==> src/logic/acqs2_params.svh <==
`ifndef ACQS2_PARAMS_SVH
`define ACQS2_PARAMS_SVH

// register map (printed offset 1d is not a multiple of four: index times four)
`define ACQS2_IDX_STATUS_TWO   8'h1d
`define ACQS2_ADDR_STATUS_TWO  10'h074
`define ACQS2_ADDR_W           10
// field positions
`define ACQS2_BIT_HALF_FULL_N  2
`define ACQS2_BIT_CNT_A1       1
`define ACQS2_BIT_EEPROM       0
// reset values
`define ACQS2_RST_STATUS       8'h07
`define ACQS2_DATA_ZERO        32'h0000_0000
// responses
`define ACQS2_RESP_OKAY        2'h0
`define ACQS2_RESP_SLVERR      2'h2

`endif

==> src/logic/acqs2_pkg.sv <==
package acqs2_pkg;
    typedef logic [7:0]  acqs2_status_t;
    typedef logic [31:0] acqs2_word_t;
    typedef logic [1:0]  acqs2_resp_t;
endpackage : acqs2_pkg

==> src/logic/acqs2_bus_if.sv <==
`timescale 1ns/10ps
// carries one read request and its answer between the address decoder and the top
interface acqs2_bus_if;
    logic       req;
    logic [9:0] addr;
    logic       hit;
    modport dec (input req, input addr, output hit);
    modport top (output req, output addr, input hit);
endinterface : acqs2_bus_if

==> src/logic/acqs2_status_top.sv <==
`timescale 1ns/10ps
`include "acqs2_params.svh"
module acqs2_status_top (
    input  wire logic                  clk_sys_i,
    input  wire logic                  nrst_i,
    input  wire logic                  fifo_half_full_n_i,
    input  wire logic                  counter_a1_output_i,
    input  wire logic                  eeprom_serial_out_i,
    input  wire logic [31:0]           s_axi_awaddr_i,
    input  wire logic                  s_axi_awvalid_i,
    output logic                       s_axi_awready_o,
    input  wire logic [31:0]           s_axi_wdata_i,
    input  wire logic [3:0]            s_axi_wstrb_i,
    input  wire logic                  s_axi_wvalid_i,
    output logic                       s_axi_wready_o,
    output acqs2_pkg::acqs2_resp_t     s_axi_bresp_o,
    output logic                       s_axi_bvalid_o,
    input  wire logic                  s_axi_bready_i,
    input  wire logic [31:0]           s_axi_araddr_i,
    input  wire logic                  s_axi_arvalid_i,
    output logic                       s_axi_arready_o,
    output acqs2_pkg::acqs2_word_t     s_axi_rdata_o,
    output acqs2_pkg::acqs2_resp_t     s_axi_rresp_o,
    output logic                       s_axi_rvalid_o,
    input  wire logic                  s_axi_rready_i
);
    import acqs2_pkg::*;

    // =================================================================
    // status sampling
    logic [2:0]    live_bits;
    logic [2:0]    status_bits;
    acqs2_status_t status_word;

    assign live_bits[`ACQS2_BIT_HALF_FULL_N] = fifo_half_full_n_i;
    assign live_bits[`ACQS2_BIT_CNT_A1]      = counter_a1_output_i;
    assign live_bits[`ACQS2_BIT_EEPROM]      = eeprom_serial_out_i;

    acqs2_sync_status #(
        .WIDTH (3)
    ) u_sample (
        .clk_sys_i (clk_sys_i),
        .nrst_i    (nrst_i),
        .d_i       (live_bits),
        .q_o       (status_bits)
    );

    // don't-care bits read as zero
    assign status_word = {5'h00, status_bits};

    // =================================================================
    // read channel
    acqs2_bus_if rd_bus ();
    logic        ar_take;
    logic        r_done;
    logic        rvalid_reg;
    logic        rvalid_next;
    logic        arready_reg;
    logic        arready_next;
    acqs2_word_t rdata_reg;
    acqs2_word_t rdata_next;
    acqs2_resp_t rresp_reg;
    acqs2_resp_t rresp_next;
    acqs2_word_t read_word;
    acqs2_word_t hit_word;
    acqs2_resp_t hit_resp;

    // a read counts only on the edge where arvalid meets arready
    assign ar_take     = s_axi_arvalid_i && arready_reg;
    assign r_done      = rvalid_reg && s_axi_rready_i;
    assign rd_bus.req  = ar_take;
    assign rd_bus.addr = s_axi_araddr_i[`ACQS2_ADDR_W-1:0];

    // upper address bits are not decoded, so the map repeats every 1 kbyte
    acqs2_addr_dec u_rd_dec (
        .bus (rd_bus.dec)
    );

    // status in the low byte; an unmapped address reads zero with slverr
    assign read_word = {24'h000000, status_word};
    assign hit_word  = rd_bus.hit ? read_word : `ACQS2_DATA_ZERO;
    assign hit_resp  = rd_bus.hit ? `ACQS2_RESP_OKAY : `ACQS2_RESP_SLVERR;

    // answer loads on take and stands until the rready edge
    assign rvalid_next  = ar_take ? 1'b1 : (r_done ? 1'b0 : rvalid_reg);
    assign rdata_next   = ar_take ? hit_word : rdata_reg;
    assign rresp_next   = ar_take ? hit_resp : rresp_reg;
    // one read in flight: arready stays low while an answer pends
    assign arready_next = !rvalid_next;

    // answer and ready registers; ready rises on the first edge after reset
    always_ff @(posedge clk_sys_i or negedge nrst_i) begin
        if (!nrst_i) begin
            rvalid_reg  <= 1'b0;
            arready_reg <= 1'b0;
            rdata_reg   <= `ACQS2_DATA_ZERO;
            rresp_reg   <= `ACQS2_RESP_OKAY;
        end else begin
            rvalid_reg  <= rvalid_next;
            arready_reg <= arready_next;
            rdata_reg   <= rdata_next;
            rresp_reg   <= rresp_next;
        end
    end

    // =================================================================
    // write channel: nothing here is writable, every write gets slverr
    logic        aw_seen_reg;
    logic        aw_seen_next;
    logic        w_seen_reg;
    logic        w_seen_next;
    logic        awready_reg;
    logic        awready_next;
    logic        wready_reg;
    logic        wready_next;
    logic        bvalid_reg;
    logic        bvalid_next;
    acqs2_resp_t bresp_reg;
    acqs2_resp_t bresp_next;
    logic        aw_take;
    logic        w_take;
    logic        aw_have;
    logic        w_have;
    logic        wr_fire;
    logic        b_done;

    // each half is taken on its own valid/ready edge, in either order
    assign aw_take = s_axi_awvalid_i && awready_reg;
    assign w_take  = s_axi_wvalid_i && wready_reg;
    assign aw_have = aw_seen_reg || aw_take;
    assign w_have  = w_seen_reg || w_take;
    assign wr_fire = aw_have && w_have && !bvalid_reg;
    assign b_done  = bvalid_reg && s_axi_bready_i;

    // a held half waits for its partner; both are dropped once answered
    assign aw_seen_next = wr_fire ? 1'b0 : aw_have;
    assign w_seen_next  = wr_fire ? 1'b0 : w_have;
    assign bvalid_next  = wr_fire ? 1'b1 : (b_done ? 1'b0 : bvalid_reg);
    assign bresp_next   = wr_fire ? `ACQS2_RESP_SLVERR : bresp_reg;

    // readys look one edge ahead so that the pins come straight from flops
    assign awready_next = !aw_seen_next && !bvalid_next;
    assign wready_next  = !w_seen_next && !bvalid_next;

    // write address, data and strobes are never stored: the write is dropped
    always_ff @(posedge clk_sys_i or negedge nrst_i) begin
        if (!nrst_i) begin
            aw_seen_reg <= 1'b0;
            w_seen_reg  <= 1'b0;
            awready_reg <= 1'b0;
            wready_reg  <= 1'b0;
            bvalid_reg  <= 1'b0;
            bresp_reg   <= `ACQS2_RESP_OKAY;
        end else begin
            aw_seen_reg <= aw_seen_next;
            w_seen_reg  <= w_seen_next;
            awready_reg <= awready_next;
            wready_reg  <= wready_next;
            bvalid_reg  <= bvalid_next;
            bresp_reg   <= bresp_next;
        end
    end

    // =================================================================
    // outputs, all straight from flops
    assign s_axi_arready_o = arready_reg;
    assign s_axi_rvalid_o  = rvalid_reg;
    assign s_axi_rdata_o   = rdata_reg;
    assign s_axi_rresp_o   = rresp_reg;
    assign s_axi_awready_o = awready_reg;
    assign s_axi_wready_o  = wready_reg;
    assign s_axi_bvalid_o  = bvalid_reg;
    assign s_axi_bresp_o   = bresp_reg;

    // =================================================================
    // checks: sampled status bits
    // the sampling flop shows its reset value for one edge after release,
    // so each check waits for an edge that was itself out of reset
    // flag level lands in bit 2 one edge later
    a_half_full_bit: assert property (@(posedge clk_sys_i) disable iff (!nrst_i)
        $past(nrst_i) |-> status_word[`ACQS2_BIT_HALF_FULL_N] == $past(fifo_half_full_n_i))
        else $error("half-full bit does not follow fifo flag");

    // below half full reads high
    a_below_half: assert property (@(posedge clk_sys_i) disable iff (!nrst_i)
        $past(nrst_i) && $past(fifo_half_full_n_i) |-> status_word[`ACQS2_BIT_HALF_FULL_N])
        else $error("half-full bit low while fifo below half");

    // counter output lands in bit 1
    a_counter_bit: assert property (@(posedge clk_sys_i) disable iff (!nrst_i)
        $past(nrst_i) |-> status_word[`ACQS2_BIT_CNT_A1] == $past(counter_a1_output_i))
        else $error("counter bit does not follow counter output");

    // eeprom data lands in bit 0
    a_eeprom_bit: assert property (@(posedge clk_sys_i) disable iff (!nrst_i)
        $past(nrst_i) |-> status_word[`ACQS2_BIT_EEPROM] == $past(eeprom_serial_out_i))
        else $error("eeprom bit does not follow serial output");

    // =================================================================
    // checks: read channel
    // a mapped read answers with the status seen at the take edge
    a_read_answer: assert property (@(posedge clk_sys_i) disable iff (!nrst_i)
        ar_take && rd_bus.hit |=> s_axi_rvalid_o && s_axi_rresp_o == `ACQS2_RESP_OKAY
        && s_axi_rdata_o[7:0] == $past(status_word))
        else $error("status read returned wrong data");

    // an unmapped read is refused with zero data
    a_unmapped_read: assert property (@(posedge clk_sys_i) disable iff (!nrst_i)
        ar_take && !rd_bus.hit |=> s_axi_rvalid_o && s_axi_rresp_o == `ACQS2_RESP_SLVERR
        && s_axi_rdata_o == `ACQS2_DATA_ZERO)
        else $error("unmapped read not refused");

    // don't-care bits and the upper word read zero
    a_upper_zero: assert property (@(posedge clk_sys_i) disable iff (!nrst_i)
        s_axi_rvalid_o |-> s_axi_rdata_o[31:3] == 29'h0)
        else $error("upper read bits not zero");

    // a pending answer stands until rready
    a_r_hold: assert property (@(posedge clk_sys_i) disable iff (!nrst_i)
        s_axi_rvalid_o && !s_axi_rready_i |=> s_axi_rvalid_o && $stable(s_axi_rdata_o))
        else $error("read answer dropped before accept");

    // the response code stands with the data
    a_rresp_hold: assert property (@(posedge clk_sys_i) disable iff (!nrst_i)
        s_axi_rvalid_o && !s_axi_rready_i |=> $stable(s_axi_rresp_o))
        else $error("read response changed before accept");

    // no second read is taken while one is answered
    a_ar_blocked: assert property (@(posedge clk_sys_i) disable iff (!nrst_i)
        s_axi_rvalid_o |-> !s_axi_arready_o)
        else $error("read accepted while answer pending");

    // the answer leaves right after the rready edge
    a_read_leaves: assert property (@(posedge clk_sys_i) disable iff (!nrst_i)
        r_done |=> !s_axi_rvalid_o)
        else $error("read answer stayed after accept");

    // read data moves only when a read is taken
    a_rdata_only_take: assert property (@(posedge clk_sys_i) disable iff (!nrst_i)
        !ar_take |=> $stable(s_axi_rdata_o))
        else $error("read data changed without a read");

    // =================================================================
    // checks: write channel
    // every write answer is a refusal
    a_write_refused: assert property (@(posedge clk_sys_i) disable iff (!nrst_i)
        s_axi_bvalid_o |-> s_axi_bresp_o == `ACQS2_RESP_SLVERR)
        else $error("write to read-only register not refused");

    // both halves in hand give an answer on the next edge
    a_write_answer: assert property (@(posedge clk_sys_i) disable iff (!nrst_i)
        wr_fire |=> s_axi_bvalid_o)
        else $error("write not answered");

    // the write answer stands until bready
    a_b_hold: assert property (@(posedge clk_sys_i) disable iff (!nrst_i)
        s_axi_bvalid_o && !s_axi_bready_i |=> s_axi_bvalid_o)
        else $error("write answer dropped before accept");

    // no new write half is taken while an answer pends
    a_aw_blocked: assert property (@(posedge clk_sys_i) disable iff (!nrst_i)
        s_axi_bvalid_o |-> !s_axi_awready_o && !s_axi_wready_o)
        else $error("write accepted while answer pending");

    // a held address waits for its data
    a_aw_half_held: assert property (@(posedge clk_sys_i) disable iff (!nrst_i)
        aw_seen_reg && !wr_fire |=> aw_seen_reg)
        else $error("held write address lost");

    // held data waits for its address
    a_w_half_held: assert property (@(posedge clk_sys_i) disable iff (!nrst_i)
        w_seen_reg && !wr_fire |=> w_seen_reg)
        else $error("held write data lost");

    // =================================================================
    // covers
    // status register read
    c_status_read: cover property (@(posedge clk_sys_i) disable iff (!nrst_i)
        ar_take && rd_bus.hit);

    // unmapped read
    c_bad_read: cover property (@(posedge clk_sys_i) disable iff (!nrst_i)
        ar_take && !rd_bus.hit);

    // refused write answered
    c_write: cover property (@(posedge clk_sys_i) disable iff (!nrst_i)
        s_axi_bvalid_o && s_axi_bready_i);

    // address taken on an edge without data, whether data is still to come or already held
    c_write_split: cover property (@(posedge clk_sys_i) disable iff (!nrst_i)
        aw_take && !w_take);

    // read taken while the fifo is at least half full
    c_half_full_read: cover property (@(posedge clk_sys_i) disable iff (!nrst_i)
        ar_take && rd_bus.hit && !status_word[`ACQS2_BIT_HALF_FULL_N]);
endmodule : acqs2_status_top

==> src/logic/acqs2_addr_dec.sv <==
`timescale 1ns/10ps
`include "acqs2_params.svh"
// =====================================================================
// address decode
module acqs2_addr_dec (
    acqs2_bus_if.dec bus
);
    import acqs2_pkg::*;
    // aligned word match only
    assign bus.hit = bus.req && (bus.addr == `ACQS2_ADDR_STATUS_TWO);
endmodule : acqs2_addr_dec

==> src/logic/acqs2_sync_status.sv <==
`timescale 1ns/10ps
`include "acqs2_params.svh"
// =====================================================================
// status sampler: one register stage, inputs already synchronous
module acqs2_sync_status #(
    parameter int WIDTH = 3
) (
    input  wire logic             clk_sys_i,
    input  wire logic             nrst_i,
    input  wire logic [WIDTH-1:0] d_i,
    output logic      [WIDTH-1:0] q_o
);
    import acqs2_pkg::*;
    // refuse a width that the reset value cannot fill
    if (WIDTH < 1 || WIDTH > 8) begin : g_bad_width
        $error("acqs2_sync_status: WIDTH must be 1 to 8");
    end
    // sample live levels every cycle
    always_ff @(posedge clk_sys_i or negedge nrst_i) begin
        if (!nrst_i) begin
            q_o <= WIDTH'(`ACQS2_RST_STATUS);
        end else begin
            q_o <= d_i;
        end
    end
endmodule : acqs2_sync_status

==> config.mk <==
export PLATFORM = sky130hd
export DESIGN_NAME = acqs2_status_top
export DESIGN_NICKNAME = d
export VERILOG_FILES = /design/src/logic/acqs2_pkg.sv /design/src/logic/acqs2_bus_if.sv /design/src/logic/acqs2_status_top.sv /design/src/logic/acqs2_addr_dec.sv /design/src/logic/acqs2_sync_status.sv
export VERILOG_INCLUDE_DIRS = /design/src /design/src/logic
export SDC_FILE = /design/constraint.sdc
export NUM_CORES = 1
export LEC_CHECK = 0
export BUFFER_PORTS_ARGS = -buffer_cell sky130_fd_sc_hd__buf_2
export CELL_PAD_IN_SITES_DETAIL_PLACEMENT = 1
export CELL_PAD_IN_SITES_GLOBAL_PLACEMENT = 2
export CORE_AREA = 3 3 89 91
export CTS_CLUSTER_SIZE = 24
export DETAILED_ROUTE_END_ITERATION = 8
export DIE_AREA = 0 0 92 94
export PLACE_DENSITY_LB_ADDON = 0.1
export SYNTH_ARGS = -nofsm -noshare
export SYNTH_HDL_FRONTEND = slang
export SYNTH_SLANG_ARGS = --single-unit
==> constraint.sdc <==
create_clock -name clk_sys_i -period 2.5 [get_ports clk_sys_i]
set_clock_uncertainty 0.1 [all_clocks]
set_input_delay 0.375 -clock clk_sys_i [delete_from_list [all_inputs] [get_ports clk_sys_i]]
set_output_delay 0.375 -clock clk_sys_i [all_outputs]
set_load 0.01 [all_outputs]
==> run metrics <==
Worst Path Required 2.58 ns; diode count 0; most common cell after layout, fill and taps aside conb_1; Syn. warnings 0; Slew Viols, Final 0; FFs w/ async S/R, synth 1.000; initial antenna violation count 0; Pwr Total 678.7 µW; PD cells 680.6 nW/µm²; flops & latches, synth 15; WHS Path Cells 1; RSZ-0062 raised after global routing no; post-CTS setup buffers 0; most frequent cells in the layout conb_1 (31), buf_2 (29), dfrtp_1 (12); largest net degree at the start of global routing 16; port bufs 29; area of the multi-input gates 286.5 µm²; I/O pin count 151; hold path start eeprom_serial_out_i; HPWL after detailed placement 1458 µm; maximum clock path buffer count 2; fmax 726.7 MHz; Top Metal Used met3; WP buf/inv 1; synthesis-to-finish area growth 25.71%; global-route wire length before repair 2601 µm; Via Count 508; Starting DRT DRC Count 12; Hold Crit Class primary input to flip-flop; nets 216; FF+latch area 379.1 µm²; Die Area 8648 µm²; Largest stage delay, worst path 0.54 ns; antenna viol nets, final 0; Placer Congestion 0.6862; Slowest-stage cell, CP or4b_4; CTS Root Cell clkbuf_8; worst r2r src s_axi_arready_o; Most used DFF post-synth dfrtp_1; Mapped Area 793.3 µm²; critical path type primary input to flip-flop; vias in the first global route 526; final hold violations 0; clock latency at the later pin of the worst-skew pair 0.24 ns; Crit Path Max Fanout 4; core area 7214 µm²; setup tns final 0 ns; WL/cell 8.426 µm; Worst Setup End Kind flip-flop; Die Wd 92 µm; worst reg2reg path endpoint s_axi_rdata_o[2]; R2R depth 3; Die H 94 µm; total CTS buffers 3; Pre-antenna DRT Iters 2; status finished, final reports clean; WL met2 842 µm; synthesized instance count 72; Met3 Routed Length 215 µm; final period utilization 0.5504; H-tree depth 1; vias per inst 2.490; Met1 Routed Length 660 µm; minimum hold slack 0.1303 ns; Cell variety after synth 17; Startpoint Class primary input; clock sinks 15; final WL 1719 µm; drc violations 0; fin cells 204; crit-path cells buf_2 > or4b_4 > nor4_4 > a22o_1; delay-heaviest family, CP simple AND/OR/NAND/NOR gates; CTS tree built; sequential share of the synthesized area 0.4779; filler instances 889; Pleak 0.0004927 µW; Initial Util 0.1100; share of layout cells above drive strength 1 0.3905; WP data arrival 1.46 ns; R2R Setup Slk 1.24 ns; Clock transition at path regs 0.06 ns; placed cells 199; worst ir drop on vdd 235.6 µV; number of core rows 31; Setup Viol. Count Final 0; EDFF count, synth 0; Final min period 1.376 ns; total grt overflow 0; GRT Overall Usage 0.03806; mean instance size in the synthesized netlist 11.02 µm²; # Max-Cap Violations 0; Hold EP u_sample.q_o[0]
per-layer routing:
metal | GRT usage | up-vias
met2 | 0.06752 | 38
met3 | 0.01442 | 0
met1 | 0.04234 | 236
met4 | 0.01114 | 0
li1 | - | 234
met5 | 0 | -
worst max-delay path by stage:
stage | from | to | slack, ns | depth (start not counted)
floorplan | s_axi_araddr_i[8] | s_axi_rdata_o[0] | 1.08 | 3
global placement | s_axi_araddr_i[8] | s_axi_rdata_o[0] | 0.88 | 4
detailed placement | s_axi_araddr_i[8] | s_axi_rdata_o[2] | 0.85 | 4
CTS | s_axi_araddr_i[8] | s_axi_rdata_o[2] | 1.11 | 4
global route | s_axi_araddr_i[8] | s_axi_rdata_o[2] | 1.07 | 4
finish | s_axi_araddr_i[8] | s_axi_rdata_o[2] | 1.12 | 4
where the power goes:
group          switching, µW  internal, µW  total (µW)  leakage, µW
Clock                   82.4           113         195    0.0000228
Combinational            101          66.2         167     0.000294
Sequential              26.0           290         316     0.000176
Total                    209           469         679     0.000493
Yosys cell counts (all sizes together), types with 2 or more instances:
master / count / area share
a21oi: 3 / 0.019
nor2: 5 / 0.024
dfstp: 3 / 0.099
inv: 2 / 0.0095
or2: 2 / 0.016
buf: 31 / 0.29
a22o: 3 / 0.033
dfrtp: 12 / 0.38
nor2b: 3 / 0.024
metrics by stage:
| step | cell area [µm²] | utilization | setup slack, ns |
|---|---|---|---|
| after floorplan | 905.9 | - | 1.079 |
| after global placement | 942.2 | 0.1306 | 0.8800 |
| after detailed placement | 942.2 | 0.1306 | 0.8507 |
| after CTS | 997.2 | 0.1382 | 1.110 |
| after global routing | 997.2 | 0.1382 | 1.067 |
| final | 997.2 | 0.1382 | 1.124 |
area by class of cell:
class	count	share of cell area
flip-flops and latches	15	0.3802
multi-input cells	54	0.2873
repair buffers	30	0.1556
well taps	99	0.1242
clock buffers	4	0.04517
inverters	2	0.007528
logic make-up after synthesis:
kind of cell,synth area share
buffers and inverters,0.3028
AO/OA/AOI/OAI,0.05835
flip-flops,0.4779
AND/OR/NAND/NOR,0.1562
other,0.004727
timing repair:
item / 4_1_cts / 5_1_grt
hold endpoints to repair: 12 / 0
gates resized for setup: 0 / 0
hold buffers: 1 / 0
Note: power is estimated with default switching activity, not from simulation.
